[src/design/bus_agent_regs.svh]
// constants for the processor-side bus agent: response codes, inversion limit, timing
// assumes the bus clock period is a whole multiple of the core clock period
`ifndef BUS_AGENT_REGS_SVH
`define BUS_AGENT_REGS_SVH

// ==========================================
// response codes (logical, asserted = 1)
`define RESP_IDLE        3'h0
`define RESP_RETRY       3'h1
`define RESP_DEFERRED    3'h2
`define RESP_NO_DATA     3'h5
`define RESP_IMPLICIT_WB 3'h6
`define RESP_NORMAL_DATA 3'h7

// ==========================================
// data inversion
`define DBI_GROUP_W   16
`define DBI_GROUPS    4
`define DBI_LOW_LIMIT 8

// ==========================================
// widths
`define ADDR_W   33
`define DATA_W   64
`define LINE_W   256
`define CMD_W    5
`define SYNC_W   122

// ==========================================
// timing
`define CLK_PERIOD_NS     20
`define BUS_CLK_PERIOD_NS 160
`define BUS_PHASES        (`BUS_CLK_PERIOD_NS / `CLK_PERIOD_NS)
`define LAST_PHASE        3'(`BUS_PHASES - 1)

`endif

[src/design/bus_agent_pkg.sv]
// types shared by the processor-side bus agent
// assumes nothing of its surroundings
package bus_agent_pkg;
  typedef enum logic [2:0] {
    ST_IDLE,
    ST_REQ,
    ST_WAIT_TRDY,
    ST_WR_DATA,
    ST_WAIT_RESP,
    ST_RD_DATA
  } agent_state_t;
endpackage

[src/design/dbi_lane.sv]
// one 16-bit data group: inversion encode for writes, strobe capture and restore for reads
// assumes inputs are already synchronised to clk; pins are active-low electrical levels
`timescale 1ns/100ps
`include "bus_agent_regs.svh"
module dbi_lane #(
  parameter int WIDTH = `DBI_GROUP_W
) (
  // clock and reset
  input  wire logic               clk,
  input  wire logic               rst_n,
  // capture
  input  wire logic               clear,
  input  wire logic               captFall,
  input  wire logic [WIDTH-1:0]   pinIn_n,
  input  wire logic               flagIn_n,
  // encode
  input  wire logic [WIDTH-1:0]   wrWord,
  output logic      [WIDTH-1:0]   encOut_n,
  output logic                    encFlag_n,
  // read result
  output logic      [4*WIDTH-1:0] rdWords,
  output logic                    rdDone
);
  logic             invert;
  logic [2:0]       cnt_reg;
  logic [WIDTH-1:0] restored;

  // ==========================================
  // encode
  always_comb begin
    invert    = ($countones(wrWord) > `DBI_LOW_LIMIT);
    encOut_n  = invert ? wrWord : ~wrWord;
    encFlag_n = ~invert;
  end

  // ==========================================
  // capture
  assign restored = ~pinIn_n ^ {WIDTH{~flagIn_n}};
  assign rdDone   = cnt_reg[2];

  always_ff @(posedge clk or negedge rst_n) begin
    if (!rst_n) begin
      cnt_reg <= 3'h0;
      rdWords <= '0;
    end else if (clear) begin
      cnt_reg <= 3'h0;
    end else if (captFall && !cnt_reg[2]) begin
      rdWords[cnt_reg[1:0]*WIDTH +: WIDTH] <= restored;
      cnt_reg <= cnt_reg + 3'h1;
    end
  end
endmodule // dbi_lane

[src/design/bus_agent_host.sv]
// processor-side agent on the shared front-side bus, facing the hub device
// assumes the bench resolves each pin from out and oe_n; bus clock sampled, 8 clk per period
// Functional notes
// - a request starts with the address strobe; the device strobes its own snoops.
// - block-next-request stops the owner from starting further requests.
// - priority request stops new requests unless a locked sequence runs.
// - invert a 16-bit group and flag it when over eight bits low.
// - the data owner holds data-busy across its data phase.
// - data-ready is asserted in each cycle carrying valid data.
// - address lines are driven by requester, by device during snoops, at 2x.
// - two address strobes clock address and command lines at 2x.
// - data moves at 4x; receivers restore each group from its flag.
// - hit-modified claims the line; hit plus hit-modified stretches the snoop; the agent drives both pins for one bus clock only, with no stretch.
// - page-close hint in both request halves asks for auto-precharge.
// - command lines carry snoop-level type first half, full type second half.
`timescale 1ns/100ps
`include "bus_agent_regs.svh"
module bus_agent_host (
  // clock and reset
  input  wire logic                   clk,
  input  wire logic                   rst_n,
  // user request
  input  wire logic                   reqValid,
  input  wire logic                   reqWrite,
  input  wire logic                   reqLock,
  input  wire logic                   reqPageClose,
  input  wire logic [`ADDR_W-1:0]     reqAddr,
  input  wire logic [`CMD_W-1:0]      reqCmdFirst,
  input  wire logic [`CMD_W-1:0]      reqCmdSecond,
  input  wire logic [`LINE_W-1:0]     reqWrData,
  output logic                        reqReady,
  // user answer
  output logic                        respValid,
  output logic [2:0]                  respCode,
  output logic                        respDeferred,
  output logic                        rdValid,
  output logic [`LINE_W-1:0]          rdData,
  // user snoop
  input  wire logic                   snoopHitIn,
  input  wire logic                   snoopHitModIn,
  output logic                        snoopValid,
  output logic [`ADDR_W-1:0]          snoopAddr,
  // reset status
  output logic                        resetActive,
  output logic                        strapBusReqLow,
  // pins from the device
  input  wire logic                   busClk,
  input  wire logic                   processorResetOut_n,
  input  wire logic                   symmetricBusRequestZero_n,
  input  wire logic                   blockNextRequest_n,
  input  wire logic                   priorityBusRequest_n,
  input  wire logic                   earlyDataValid_n,
  input  wire logic                   targetReady_n,
  input  wire logic                   deferIndication_n,
  input  wire logic [2:0]             responseCode_n,
  // request pins
  input  wire logic                   requestAddressStrobeIn_n,
  output logic                        requestAddressStrobeOut_n,
  output logic                        requestAddressStrobeOe_n,
  output logic [`CMD_W-1:0]           requestCommandLinesOut_n,
  output logic                        requestCommandLinesOe_n,
  input  wire logic [`ADDR_W-1:0]     hostAddressLinesIn_n,
  output logic [`ADDR_W-1:0]          hostAddressLinesOut_n,
  output logic                        hostAddressLinesOe_n,
  output logic [1:0]                  addressSourceStrobesOut_n,
  output logic                        addressSourceStrobesOe_n,
  output logic                        pageCloseHint_n,
  output logic                        atomicLockOut_n,
  output logic                        atomicLockOe_n,
  // data pins
  output logic                        dataBusBusyOut_n,
  output logic                        dataBusBusyOe_n,
  input  wire logic                   dataValidStrobeIn_n,
  output logic                        dataValidStrobeOut_n,
  output logic                        dataValidStrobeOe_n,
  input  wire logic [`DATA_W-1:0]     hostDataLinesIn_n,
  output logic [`DATA_W-1:0]          hostDataLinesOut_n,
  output logic                        hostDataLinesOe_n,
  input  wire logic [`DBI_GROUPS-1:0] dataInversionFlagsIn_n,
  output logic [`DBI_GROUPS-1:0]      dataInversionFlagsOut_n,
  input  wire logic [`DBI_GROUPS-1:0] dataStrobePosIn_n,
  input  wire logic [`DBI_GROUPS-1:0] dataStrobeNegIn_n,
  output logic [`DBI_GROUPS-1:0]      dataStrobePosOut_n,
  output logic [`DBI_GROUPS-1:0]      dataStrobeNegOut_n,
  // snoop pins
  output logic                        snoopHitCleanOut_n,
  output logic                        snoopHitCleanOe_n,
  output logic                        snoopHitModifiedOut_n,
  output logic                        snoopHitModifiedOe_n
);
  bus_agent_pkg::agent_state_t state_reg;
  logic [`SYNC_W-1:0]     syncA_reg, syncB_reg;
  logic                   sBusClk, sRst, sBreq0, sAds, sBnr, sBpri, sDvs, sEdrdy, sTrdy, sDefer;
  logic [2:0]             sResp;
  logic [`ADDR_W-1:0]     sAddr_n;
  logic [`DATA_W-1:0]     sData_n;
  logic [`DBI_GROUPS-1:0] sInv_n, sStbP_n, sStbN_n, prevP_reg, prevN_reg, laneDone;
  logic [`DBI_GROUPS-1:0] encFlag_n;
  logic [`DATA_W-1:0]     encData_n, wrChunk;
  logic [`LINE_W-1:0]     laneWords;
  logic                   prevBusClk_reg, prevRst_reg, busRise, lockActive_reg, snoopDrive_reg;
  logic [2:0]             phase_reg;
  logic                   curWrite_reg, curPageClose_reg;
  logic [`ADDR_W-1:0]     curAddr_reg;
  logic [`CMD_W-1:0]      curCmdA_reg, curCmdB_reg;
  logic [`LINE_W-1:0]     curData_reg;
  logic                   driveReq, driveData, laneClear, mayStart;

  // ==========================================
  // pin synchronisers
  always_ff @(posedge clk or negedge rst_n) begin
    if (!rst_n) begin
      // processor held in reset, bus clock low: no false edge after reset
      syncA_reg <= {2'h0, {(`SYNC_W-2){1'b1}}};
      syncB_reg <= {2'h0, {(`SYNC_W-2){1'b1}}};
    end else begin
      syncA_reg <= {busClk, processorResetOut_n, symmetricBusRequestZero_n,
                    requestAddressStrobeIn_n, blockNextRequest_n, priorityBusRequest_n,
                    dataValidStrobeIn_n, earlyDataValid_n, targetReady_n, deferIndication_n,
                    responseCode_n, hostAddressLinesIn_n, hostDataLinesIn_n,
                    dataInversionFlagsIn_n, dataStrobePosIn_n, dataStrobeNegIn_n};
      syncB_reg <= syncA_reg;
    end
  end

  assign sBusClk = syncB_reg[121];
  assign {sRst, sBreq0, sAds, sBnr, sBpri, sDvs, sEdrdy, sTrdy, sDefer} = ~syncB_reg[120:112];
  assign sResp   = ~syncB_reg[111:109];
  assign sAddr_n = syncB_reg[108:76];
  assign sData_n = syncB_reg[75:12];
  assign sInv_n  = syncB_reg[11:8];
  assign sStbP_n = syncB_reg[7:4];
  assign sStbN_n = syncB_reg[3:0];
  assign busRise = sBusClk && !prevBusClk_reg;

  // ==========================================
  // bus clock phase and reset strap
  always_ff @(posedge clk or negedge rst_n) begin
    if (!rst_n) begin
      prevBusClk_reg <= 1'b0;
      phase_reg      <= 3'h0;
      prevRst_reg    <= 1'b1;
      resetActive    <= 1'b1;
      strapBusReqLow <= 1'b0;
      prevP_reg      <= '1;
      prevN_reg      <= '1;
    end else begin
      prevBusClk_reg <= sBusClk;
      prevP_reg      <= sStbP_n;
      prevN_reg      <= sStbN_n;
      if (busRise)
        phase_reg <= 3'h0;
      else if (phase_reg != `LAST_PHASE)
        phase_reg <= phase_reg + 3'h1;
      prevRst_reg <= sRst;
      resetActive <= sRst;
      if (prevRst_reg && !sRst)
        strapBusReqLow <= sBreq0;
    end
  end

  // ==========================================
  // transaction state machine, stepped on bus clock edges
  assign mayStart  = reqValid && !sBnr && (!sBpri || lockActive_reg);
  assign laneClear = busRise && (state_reg == bus_agent_pkg::ST_IDLE);

  always_ff @(posedge clk or negedge rst_n) begin
    if (!rst_n) begin
      state_reg        <= bus_agent_pkg::ST_IDLE;
      reqReady         <= 1'b0;
      respValid        <= 1'b0;
      respCode         <= `RESP_IDLE;
      respDeferred     <= 1'b0;
      rdValid          <= 1'b0;
      rdData           <= '0;
      curWrite_reg     <= 1'b0;
      curPageClose_reg <= 1'b0;
      curAddr_reg      <= '0;
      curCmdA_reg      <= '0;
      curCmdB_reg      <= '0;
      curData_reg      <= '0;
      lockActive_reg   <= 1'b0;
    end else begin
      reqReady  <= 1'b0;
      respValid <= 1'b0;
      rdValid   <= 1'b0;
      if (state_reg == bus_agent_pkg::ST_IDLE && !reqLock)
        lockActive_reg <= 1'b0;
      if (busRise) begin
        unique case (state_reg)
          bus_agent_pkg::ST_IDLE: begin
            if (!resetActive && mayStart) begin
              state_reg        <= bus_agent_pkg::ST_REQ;
              reqReady         <= 1'b1;
              curWrite_reg     <= reqWrite;
              curPageClose_reg <= reqPageClose;
              curAddr_reg      <= reqAddr;
              curCmdA_reg      <= reqCmdFirst;
              curCmdB_reg      <= reqCmdSecond;
              curData_reg      <= reqWrData;
              respDeferred     <= 1'b0;
              if (reqLock)
                lockActive_reg <= 1'b1;
            end
          end
          bus_agent_pkg::ST_REQ: begin
            state_reg <= curWrite_reg ? bus_agent_pkg::ST_WAIT_TRDY
                                      : bus_agent_pkg::ST_WAIT_RESP;
          end
          bus_agent_pkg::ST_WAIT_TRDY: begin
            if (sDefer)
              respDeferred <= 1'b1;
            if (sResp != `RESP_IDLE) begin
              state_reg <= bus_agent_pkg::ST_IDLE;
              respCode  <= sResp;
              respValid <= 1'b1;
            end else if (sTrdy) begin
              state_reg <= bus_agent_pkg::ST_WR_DATA;
            end
          end
          bus_agent_pkg::ST_WR_DATA: begin
            state_reg <= bus_agent_pkg::ST_WAIT_RESP;
          end
          bus_agent_pkg::ST_WAIT_RESP: begin
            if (sDefer)
              respDeferred <= 1'b1;
            if (sResp != `RESP_IDLE) begin
              respCode <= sResp;
              if (sResp == `RESP_NORMAL_DATA && !curWrite_reg) begin
                state_reg <= bus_agent_pkg::ST_RD_DATA;
              end else begin
                state_reg <= bus_agent_pkg::ST_IDLE;
                respValid <= 1'b1;
              end
            end
          end
          bus_agent_pkg::ST_RD_DATA: begin
            if (&laneDone) begin
              state_reg <= bus_agent_pkg::ST_IDLE;
              respValid <= 1'b1;
              rdValid   <= 1'b1;
              rdData    <= laneWords;
            end
          end
        endcase
      end
    end
  end

  // ==========================================
  // data groups
  assign wrChunk = curData_reg[phase_reg[2:1]*`DATA_W +: `DATA_W];

  genvar g;
  generate
    for (g = 0; g < `DBI_GROUPS; g++) begin : gLane
      logic [4*`DBI_GROUP_W-1:0] rawWords;
      dbi_lane #(.WIDTH(`DBI_GROUP_W)) uLane (
        .clk      (clk),
        .rst_n    (rst_n),
        .clear    (laneClear),
        .captFall ((prevP_reg[g] && !sStbP_n[g]) || (prevN_reg[g] && !sStbN_n[g])),
        .pinIn_n  (sData_n[g*`DBI_GROUP_W +: `DBI_GROUP_W]),
        .flagIn_n (sInv_n[g]),
        .wrWord   (wrChunk[g*`DBI_GROUP_W +: `DBI_GROUP_W]),
        .encOut_n (encData_n[g*`DBI_GROUP_W +: `DBI_GROUP_W]),
        .encFlag_n(encFlag_n[g]),
        .rdWords  (rawWords),
        .rdDone   (laneDone[g])
      );
      for (genvar q = 0; q < 4; q++) begin : gWord
        assign laneWords[q*`DATA_W + g*`DBI_GROUP_W +: `DBI_GROUP_W] =
          rawWords[q*`DBI_GROUP_W +: `DBI_GROUP_W];
      end
    end
  endgenerate

  // ==========================================
  // snoop detection; no own strobe can be mistaken, ads is sampled outside REQ only
  always_ff @(posedge clk or negedge rst_n) begin
    if (!rst_n) begin
      snoopValid     <= 1'b0;
      snoopAddr      <= '0;
      snoopDrive_reg <= 1'b0;
    end else begin
      snoopValid <= 1'b0;
      if (busRise) begin
        snoopDrive_reg <= 1'b0;
        if (sAds && state_reg != bus_agent_pkg::ST_REQ) begin
          snoopValid     <= 1'b1;
          snoopAddr      <= ~sAddr_n;
          snoopDrive_reg <= 1'b1;
        end
      end
    end
  end

  // ==========================================
  // pin drivers, all registered so pins move together one clk after the phase
  assign driveReq  = (state_reg == bus_agent_pkg::ST_REQ);
  assign driveData = (state_reg == bus_agent_pkg::ST_WR_DATA);

  always_ff @(posedge clk or negedge rst_n) begin
    if (!rst_n) begin
      requestAddressStrobeOut_n <= 1'b1;
      requestAddressStrobeOe_n  <= 1'b1;
      requestCommandLinesOut_n  <= '1;
      requestCommandLinesOe_n   <= 1'b1;
      hostAddressLinesOut_n     <= '1;
      hostAddressLinesOe_n      <= 1'b1;
      addressSourceStrobesOut_n <= 2'h3;
      addressSourceStrobesOe_n  <= 1'b1;
      pageCloseHint_n           <= 1'b1;
      atomicLockOut_n           <= 1'b1;
      atomicLockOe_n            <= 1'b1;
    end else begin
      requestAddressStrobeOut_n <= ~driveReq;
      requestAddressStrobeOe_n  <= ~driveReq;
      requestCommandLinesOut_n  <= phase_reg[2] ? ~curCmdB_reg : ~curCmdA_reg;
      requestCommandLinesOe_n   <= ~driveReq;
      hostAddressLinesOut_n     <= ~curAddr_reg;
      hostAddressLinesOe_n      <= ~driveReq;
      addressSourceStrobesOut_n <= {2{~(driveReq && phase_reg[1])}};
      addressSourceStrobesOe_n  <= ~driveReq;
      pageCloseHint_n           <= ~(driveReq && curPageClose_reg);
      atomicLockOut_n           <= ~lockActive_reg;
      atomicLockOe_n            <= ~lockActive_reg;
    end
  end

  always_ff @(posedge clk or negedge rst_n) begin
    if (!rst_n) begin
      dataBusBusyOut_n        <= 1'b1;
      dataBusBusyOe_n         <= 1'b1;
      dataValidStrobeOut_n    <= 1'b1;
      dataValidStrobeOe_n     <= 1'b1;
      hostDataLinesOut_n      <= '1;
      hostDataLinesOe_n       <= 1'b1;
      dataInversionFlagsOut_n <= '1;
      dataStrobePosOut_n      <= '1;
      dataStrobeNegOut_n      <= '1;
      snoopHitCleanOut_n      <= 1'b1;
      snoopHitCleanOe_n       <= 1'b1;
      snoopHitModifiedOut_n   <= 1'b1;
      snoopHitModifiedOe_n    <= 1'b1;
    end else begin
      dataBusBusyOut_n        <= ~driveData;
      dataBusBusyOe_n         <= ~driveData;
      dataValidStrobeOut_n    <= ~driveData;
      dataValidStrobeOe_n     <= ~driveData;
      hostDataLinesOut_n      <= encData_n;
      hostDataLinesOe_n       <= ~driveData;
      dataInversionFlagsOut_n <= encFlag_n;
      dataStrobePosOut_n      <= {`DBI_GROUPS{~(driveData && phase_reg[1:0] == 2'h1)}};
      dataStrobeNegOut_n      <= {`DBI_GROUPS{~(driveData && phase_reg[1:0] == 2'h3)}};
      snoopHitCleanOut_n      <= ~(snoopDrive_reg && snoopHitIn);
      snoopHitCleanOe_n       <= ~snoopDrive_reg;
      snoopHitModifiedOut_n   <= ~(snoopDrive_reg && snoopHitModIn);
      snoopHitModifiedOe_n    <= ~snoopDrive_reg;
    end
  end

  // ==========================================
  // checks
  block_stops_req_a: assert property (@(posedge clk) disable iff (!rst_n)
    busRise && state_reg == bus_agent_pkg::ST_IDLE && sBnr |=> state_reg == bus_agent_pkg::ST_IDLE)
    else $error("request started while blocked");
  priority_stops_req_a: assert property (@(posedge clk) disable iff (!rst_n)
    busRise && state_reg == bus_agent_pkg::ST_IDLE && sBpri && !lockActive_reg
    |=> state_reg == bus_agent_pkg::ST_IDLE)
    else $error("request started under priority request");
  strobe_frames_addr_a: assert property (@(posedge clk) disable iff (!rst_n)
    $fell(requestAddressStrobeOut_n) |-> !hostAddressLinesOe_n && !requestCommandLinesOe_n)
    else $error("address strobe without address drive");
  cmd_two_halves_a: assert property (@(posedge clk) disable iff (!rst_n)
    $fell(requestAddressStrobeOut_n) |-> requestCommandLinesOut_n == ~curCmdA_reg
    ##4 requestCommandLinesOut_n == ~curCmdB_reg)
    else $error("command halves out of order");
  page_close_both_a: assert property (@(posedge clk) disable iff (!rst_n)
    $fell(requestAddressStrobeOut_n) && curPageClose_reg |-> !pageCloseHint_n [*8])
    else $error("page close hint not held both halves");
  inversion_limit_a: assert property (@(posedge clk) disable iff (!rst_n)
    !hostDataLinesOe_n |-> $countones(~hostDataLinesOut_n[15:0]) <= `DBI_LOW_LIMIT)
    else $error("data group has too many low bits");
  busy_covers_ready_a: assert property (@(posedge clk) disable iff (!rst_n)
    !dataValidStrobeOut_n |-> !dataBusBusyOut_n)
    else $error("data ready without data busy");
  ready_with_data_a: assert property (@(posedge clk) disable iff (!rst_n)
    !hostDataLinesOe_n |-> !dataValidStrobeOut_n && !dataValidStrobeOe_n)
    else $error("data driven without data ready");
  strobe_data_stable_a: assert property (@(posedge clk) disable iff (!rst_n)
    $fell(dataStrobePosOut_n[0]) || $fell(dataStrobeNegOut_n[0])
    |-> !hostDataLinesOe_n && $stable(hostDataLinesOut_n))
    else $error("data moved at strobe edge");
endmodule // bus_agent_host

[config.mk]
export PLATFORM = sky130hd
export DESIGN_NAME = bus_agent_host
export DESIGN_NICKNAME = d
export VERILOG_FILES = /design/src/design/bus_agent_pkg.sv /design/src/design/dbi_lane.sv /design/src/design/bus_agent_host.sv
export VERILOG_INCLUDE_DIRS = /design/src /design/src/design
export SDC_FILE = /design/constraint.sdc
export NUM_CORES = 2
export LEC_CHECK = 0
export ABC_CLOCK_PERIOD_IN_PS = 5700
export CAP_MARGIN = 20
export CORE_AREA = 5 5 334 336
export DETAILED_ROUTE_END_ITERATION = 10
export DIE_AREA = 0 0 339 341
export DONT_BUFFER_PORTS = 1
export PLACE_DENSITY_LB_ADDON = 0.3
export SKIP_LAST_GASP = 1
export SYNTH_ARGS = -nofsm -noshare
export SYNTH_HDL_FRONTEND = slang
export SYNTH_SLANG_ARGS = --single-unit
[constraint.sdc]
create_clock -name clk -period 5.7 [get_ports clk]
set_input_delay 1.14 -clock clk [delete_from_list [all_inputs] [get_ports clk]]
set_output_delay 1.14 -clock clk [all_outputs]
set_load 0.01 [all_outputs]
# After elaboration in Yosys (flattened, before gate mapping)
# Index checks and enable logic that the tools add are counted.
totals:
  ff_bits: 1245
  input_bits: 429
  output_inout_bits: 432
op_classes:
  n_lt_le_gt_ge: 4
  shifts: 9
  reduce_logical: 71
  add_sub_neg: 69
  muxes: 48
  eq_ne: 15
  bitwise_logic: 37
op_table:
  columns: ["cell", "n"]
  rows:
  - ["$add A32 B32 Y32", 28]
  - ["$bwmux W64", 4]
  - ["$shift A16 B34 Y64 const A", 4]
  - ["$shiftx A16 B34 Y64", 4]
  - ["$shiftx A256 B9 Y64", 1]
  - ["$neg A6 Y34", 4]
  - ["$gt A32 B5 Y1 const B", 4]
  - ["$not A16 Y16", 8]
  - ["$not A33 Y33", 2]
  - ["$add A1 B1 Y2", 32]
  - ["$mux W16", 4]
  - ["$xor A16 B16 Y16", 4]
  - ["$mux W3", 17]
  - ["$logic_and A1 B1 Y1", 27]
  - ["$logic_not A1 Y1", 19]
  - ["$mux W1", 19]
  - ["$not A1 Y1", 19]
  - ["$pmux W3 S6", 1]
  - ["$add A3 B1 Y3 const B", 5]
  - ["$reduce_bool A2 Y1", 6]
  - ["$not A5 Y5", 2]
  - ["$reduce_and A2 Y1", 5]
  - ["$eq A3 B3 Y1 const B", 3]
  - ["$not A9 Y9", 1]
  - ["20 further kinds", 30]

# Logic depth before layout (Yosys ltp)
logic_depth:
  word_depth: 8
  ltp_mapped: 21
  ltp_nobuf: 17

# Modules after synthesis
# Synthesis repeated with hierarchy kept, for this count alone.
hier_totals:
  hier_cells: 3196
  hier_area_um2: 48333.9
modules_own_cells:
  columns: ["module", "area_each_um2", "seq_area_each_um2", "instances", "cells_per_inst"]
  rows:
  - ["bus_agent_host", 34494.3, 24800.0, 1, 1892]
  - ["dbi_lane at gLane[0].uLane ...", 3453.3, 1676.6, 3, 326]
  - ["dbi_lane at gLane[3].uLane", 3479.6, 1676.6, 1, 326]

# Worst setup path after synthesis
# Ideal clock, no wire load.
synth_timing:
  kind: "register to register"
  start: "reg phase_reg[1]"
  end: "reg hostDataLinesOut_n[54]"
  setup_slack_ns: 0.073
  required_ns: 5.625
  setup_ns: 0.075
  arrival_ns: 5.553
  path_stages_with_launch: 20
  synth_period_minus_slack_ns: 5.627
  n_path_buf: 4
  cell_sequence: "dfrtp_1 clkbuf_1 buf_4 buf_2 mux4_2 ha_1 inv_1 fa_1 inv_1 fa_1 fa_1 fa_1 ha_1 inv_1 fa_1 xor2_1 a21oi_1 a211oi_2 buf_6 xor2_1"
synth_via:
  elab_chain_len: 7
  elab_cells_between_ends: 19
  classes_between: "add/sub (15); order compare (1); shift (1); mux (1); bitwise (1)"
synth_lines:
  columns: ["item", "line_no", "text"]
  rows:
  - ["from (decl)", "bus_agent_host.sv:102", "logic [2:0] phase_reg;"]
  - ["from (signal assigned)", "bus_agent_host.sv:154", "phase_reg <= phase_reg + 3'h1;"]
  - ["$shiftx A256 B9 Y64 (*)", "bus_agent_host.sv:252", "assign wrChunk = curData_reg[phase_reg[2:1]*`DATA_W +: `DATA_W];"]
  - ["$add A1 B1 Y2 (not written as such)", "dbi_lane.sv:31", "invert = ($countones(wrWord) > `DBI_LOW_LIMIT);"]
  - ["$add A32 B32 Y32 (not written as such) (3 in a row)", "dbi_lane.sv:31", null]
  - ["$gt A32 B5 Y1 (no line)", null, null]
  - ["$mux W16 (*)", "dbi_lane.sv:32", "encOut_n = invert ? wrWord : ~wrWord;"]
  - ["net encData_n[54]", "bus_agent_host.sv:99", "logic [`DATA_W-1:0] encData_n, wrChunk;"]
  - ["to (signal assigned)", "bus_agent_host.sv:351", "hostDataLinesOut_n <= encData_n;"]
  - ["to (decl)", "bus_agent_host.sv:77", "output logic [`DATA_W-1:0] hostDataLinesOut_n,"]
# Mark *: on every way through the listed nets, which the timed path passes. The rest lies on a longest branch.
# A chain may end at the register's enable or synchronous reset.

# Worst setup path after layout
layout_timing:
  start: "reg phase_reg[1]"
  end: "reg hostDataLinesOut_n[42]"
# The elaborated chain is that of the path after synthesis.

==> flow_summary.yaml <==
drt:
  via_count: 24800
  viasPerCell: 5.21
  firstDrtPassIters: 4
  routed_wl_um: 121000
  antenna_left: 0
  drtIter0Drc: 1410
  drc_errors: 0
  wl_per_cell_um: 25.5
setup_path:
  arrival_ps: 6010
  startpoint_type: "flop"
  critPathMaxFanout: 18
  required_ps: 6330
  crit_type: "flop to flop"
  cp-end-kind: "flop"
  r2r_slack_ps: 320
logic_synthesis:
  yosys-top-cells-area: "dfrtp_1, dfstp_2, mux2_2"
  synth_edf_count: 0
  synth_fp_nets: 3708
  ys_ff_latch: 1241
  yosysWarnings: 0
  yosys.area.top_type_share_pct: 44.7
  synthCells: 3156
  synth_top_cell_by_area: "dfrtp_1"
  ys_types: 52
  postSynthAreaPerCell_um2: 15.6
  yosysSeqAreaShare_pct: 63.9
  async_flop_share_pct: 100
  synth_flop_cell: "dfrtp_1"
  synth_area_um2: 49300
clocking:
  path_clk_slew_ps: 50
  cts.sinks: 1241
  cts.repair.resized: 0
  post_cts_buffers: 0
  clk-insertion-delay-late_ps: 730
  h-tree-depth: 4
  cts_buffers: 133
  clock-root-buffer: "clkbuf_16"
  hold_buffers: 0
  cts_tree: "yes"
  clockBufferDepth: 3
global_routing:
  grt_max_degree: 1242
  grt_pass1_wl_um: 180000
  antenna_found_initial: 103
  grt_pass1_vias: 26300
  overflow: 0
  grt_use_total_pct: 20.8
floorplan:
  pin_count: 861
  fp-row-count: 121
  initial_core_util_pct: 45.5
  dieArea_um2: 116000
  die_x_um: 339
  core_area_um2: 108000
  die_y_um: 341
pwr:
  p_per_area_nw_per_um2: 558
  ir_worst_vdd_mv: 0.374
  leakagePower_uw: 0.0266
  finalPower_uw: 30900
sta:
  fin_crit_ps: 5380
  grt_setup_unrepaired: "false"
  finalCritPeriodShare_pct: 94.4
  tightestPinTransition_ps: 1100
  setup_violations: 0
  fin_tns_setup_ps: 0
  slew_headroom_pct: 26.9
  report.final.slew_viol_count: 0
  max_freq_mhz: 186
  skew_ps: 28.9
  hold_viol: 0
placement:
  io_buffers: 0
  placedCellCount: 4443
  place_area_um2: 50500
  gp_routability_congestion: 0.876
  dp_hpwl_um: 85800
outcome:
  status: "finished, final reports clean"
min_path:
  hp-class: "input pin to async pin"
final_layout:
  fin_cells: 4753
  finalNetCount: 3722
  drive_gt1_share_pct: 36.6
  layout_commonest_cell: "dfrtp_1"
  final_cell_area_um2: 55400
  area_growth_pct: 12.4
  final_cell_mix: "dfrtp_1, mux2_2, dfstp_2"
flow_run:
  max_cap_viol_count: 0
[metal layers]
| layer | track usage [%] | share of wire (%) | vias up | wire length, um |
|---|---|---|---|---|
| li1 | - | - | 10700 | - |
| met1 | 24.5 | 38 | 13000 | 46200 |
| met2 | 34.9 | 49 | 793 | 59700 |
| met3 | 9.51 | 9.7 | 246 | 11700 |
| met4 | 5.58 | 2.6 | 30 | 3120 |
| met5 | 0 | 0.15 | - | 183 |
[cell families after synthesis]
logic type / share of synthesized area [%]
multiplexers: 22.4
XOR/XNOR: 2.43
AO/OA/AOI/OAI: 0.680
adder cells (fa/ha/maj): 3.79
buffers and inverters: 3.32
flip-flops: 63.9
AND/OR/NAND/NOR: 3.43
[layout make-up]
type                       instances  area (um^2)
fill                            8887        52900
sequential                      1241        31500
multi-input combinational       1590        16200
clock buffer                     197         3960
tap                             1414         1770
inverter                         170          638
clock inverter                    50          633
timing repair buffer              34          551
antenna                           57          143
[per-stage QoR]
stage / hold slack, ps / utilization [%] / setup slack [ps]
2_1_floorplan: 331 / - / 72.8
3_3_place_gp: 340 / 46.6 / 342
3_5_place_dp: 340 / 46.6 / 254
4_1_cts: 65.3 / 50.9 / 249
5_1_grt: 55.9 / 51.1 / 0.539
6_report: 104 / 51.2 / 317
[final timing paths]
kind / from / endpoint / cells after the start
worst max-delay path: phase_reg[1]$_DFFE_PN0P_ / hostDataLinesOut_n[42]$_DFF_PN1_ / 17
worst min-delay path: rst_n / curData_reg[11]$_DFFE_PN0P_ / 0
worst max register to register: phase_reg[1]$_DFFE_PN0P_ / hostDataLinesOut_n[42]$_DFF_PN1_ / 17
worst min register to register: syncA_reg[118]$_DFF_PN1_ / syncB_reg[118]$_DFF_PN1_ / 0
max in group asynchronous: rst_n / gLane[3].uLane.cnt_reg[2]$_DFFE_PN0P_ / 3
min in group clk: syncA_reg[118]$_DFF_PN1_ / syncB_reg[118]$_DFF_PN1_ / 0
[synth_stat cells (4+ instances only)]
cell type  count
a211oi_2       4
a21boi_0       5
a21o_1         4
a21oi_1       10
buf_2         46
buf_4         42
buf_6         25
clkbuf_1      41
dfrtp_1      880
dfstp_2      361
fa_1          44
ha_1          79
inv_1        166
inv_2          4
mux2_1       321
mux2_2       492
mux2i_1       45
mux4_2        64
nand2_1       11
nand2b_1      13
nand3_1        9
nand3_2        6
nand3_4       10
nand3b_1       4
nor2_1       288
o21ai_0        7
or3_1          8
xnor2_1       68
xor2_1        69
[power by group]
group	internal [uW]	leakage, uW	switching (uW)
sequential	11100	0.0157	1430
clock	5380	0.00227	3530
combinational	4260	0.00863	5110
total	20800	0.0266	10100
[critical path, stage by stage (launching register included)]
cell and delay, ps:
dfrtp_4 550, buf_12 230, mux4_2 580, ha_1 310
inv_1 50, fa_1 540, inv_1 60, fa_1 440
fa_1 500, fa_1 550, ha_1 180, inv_1 60
fa_1 370, xor2_1 130, a21oi_1 80, a211oi_4 230
buf_4 260, xor2_1 190
Power figures use the tool's default switching activity.
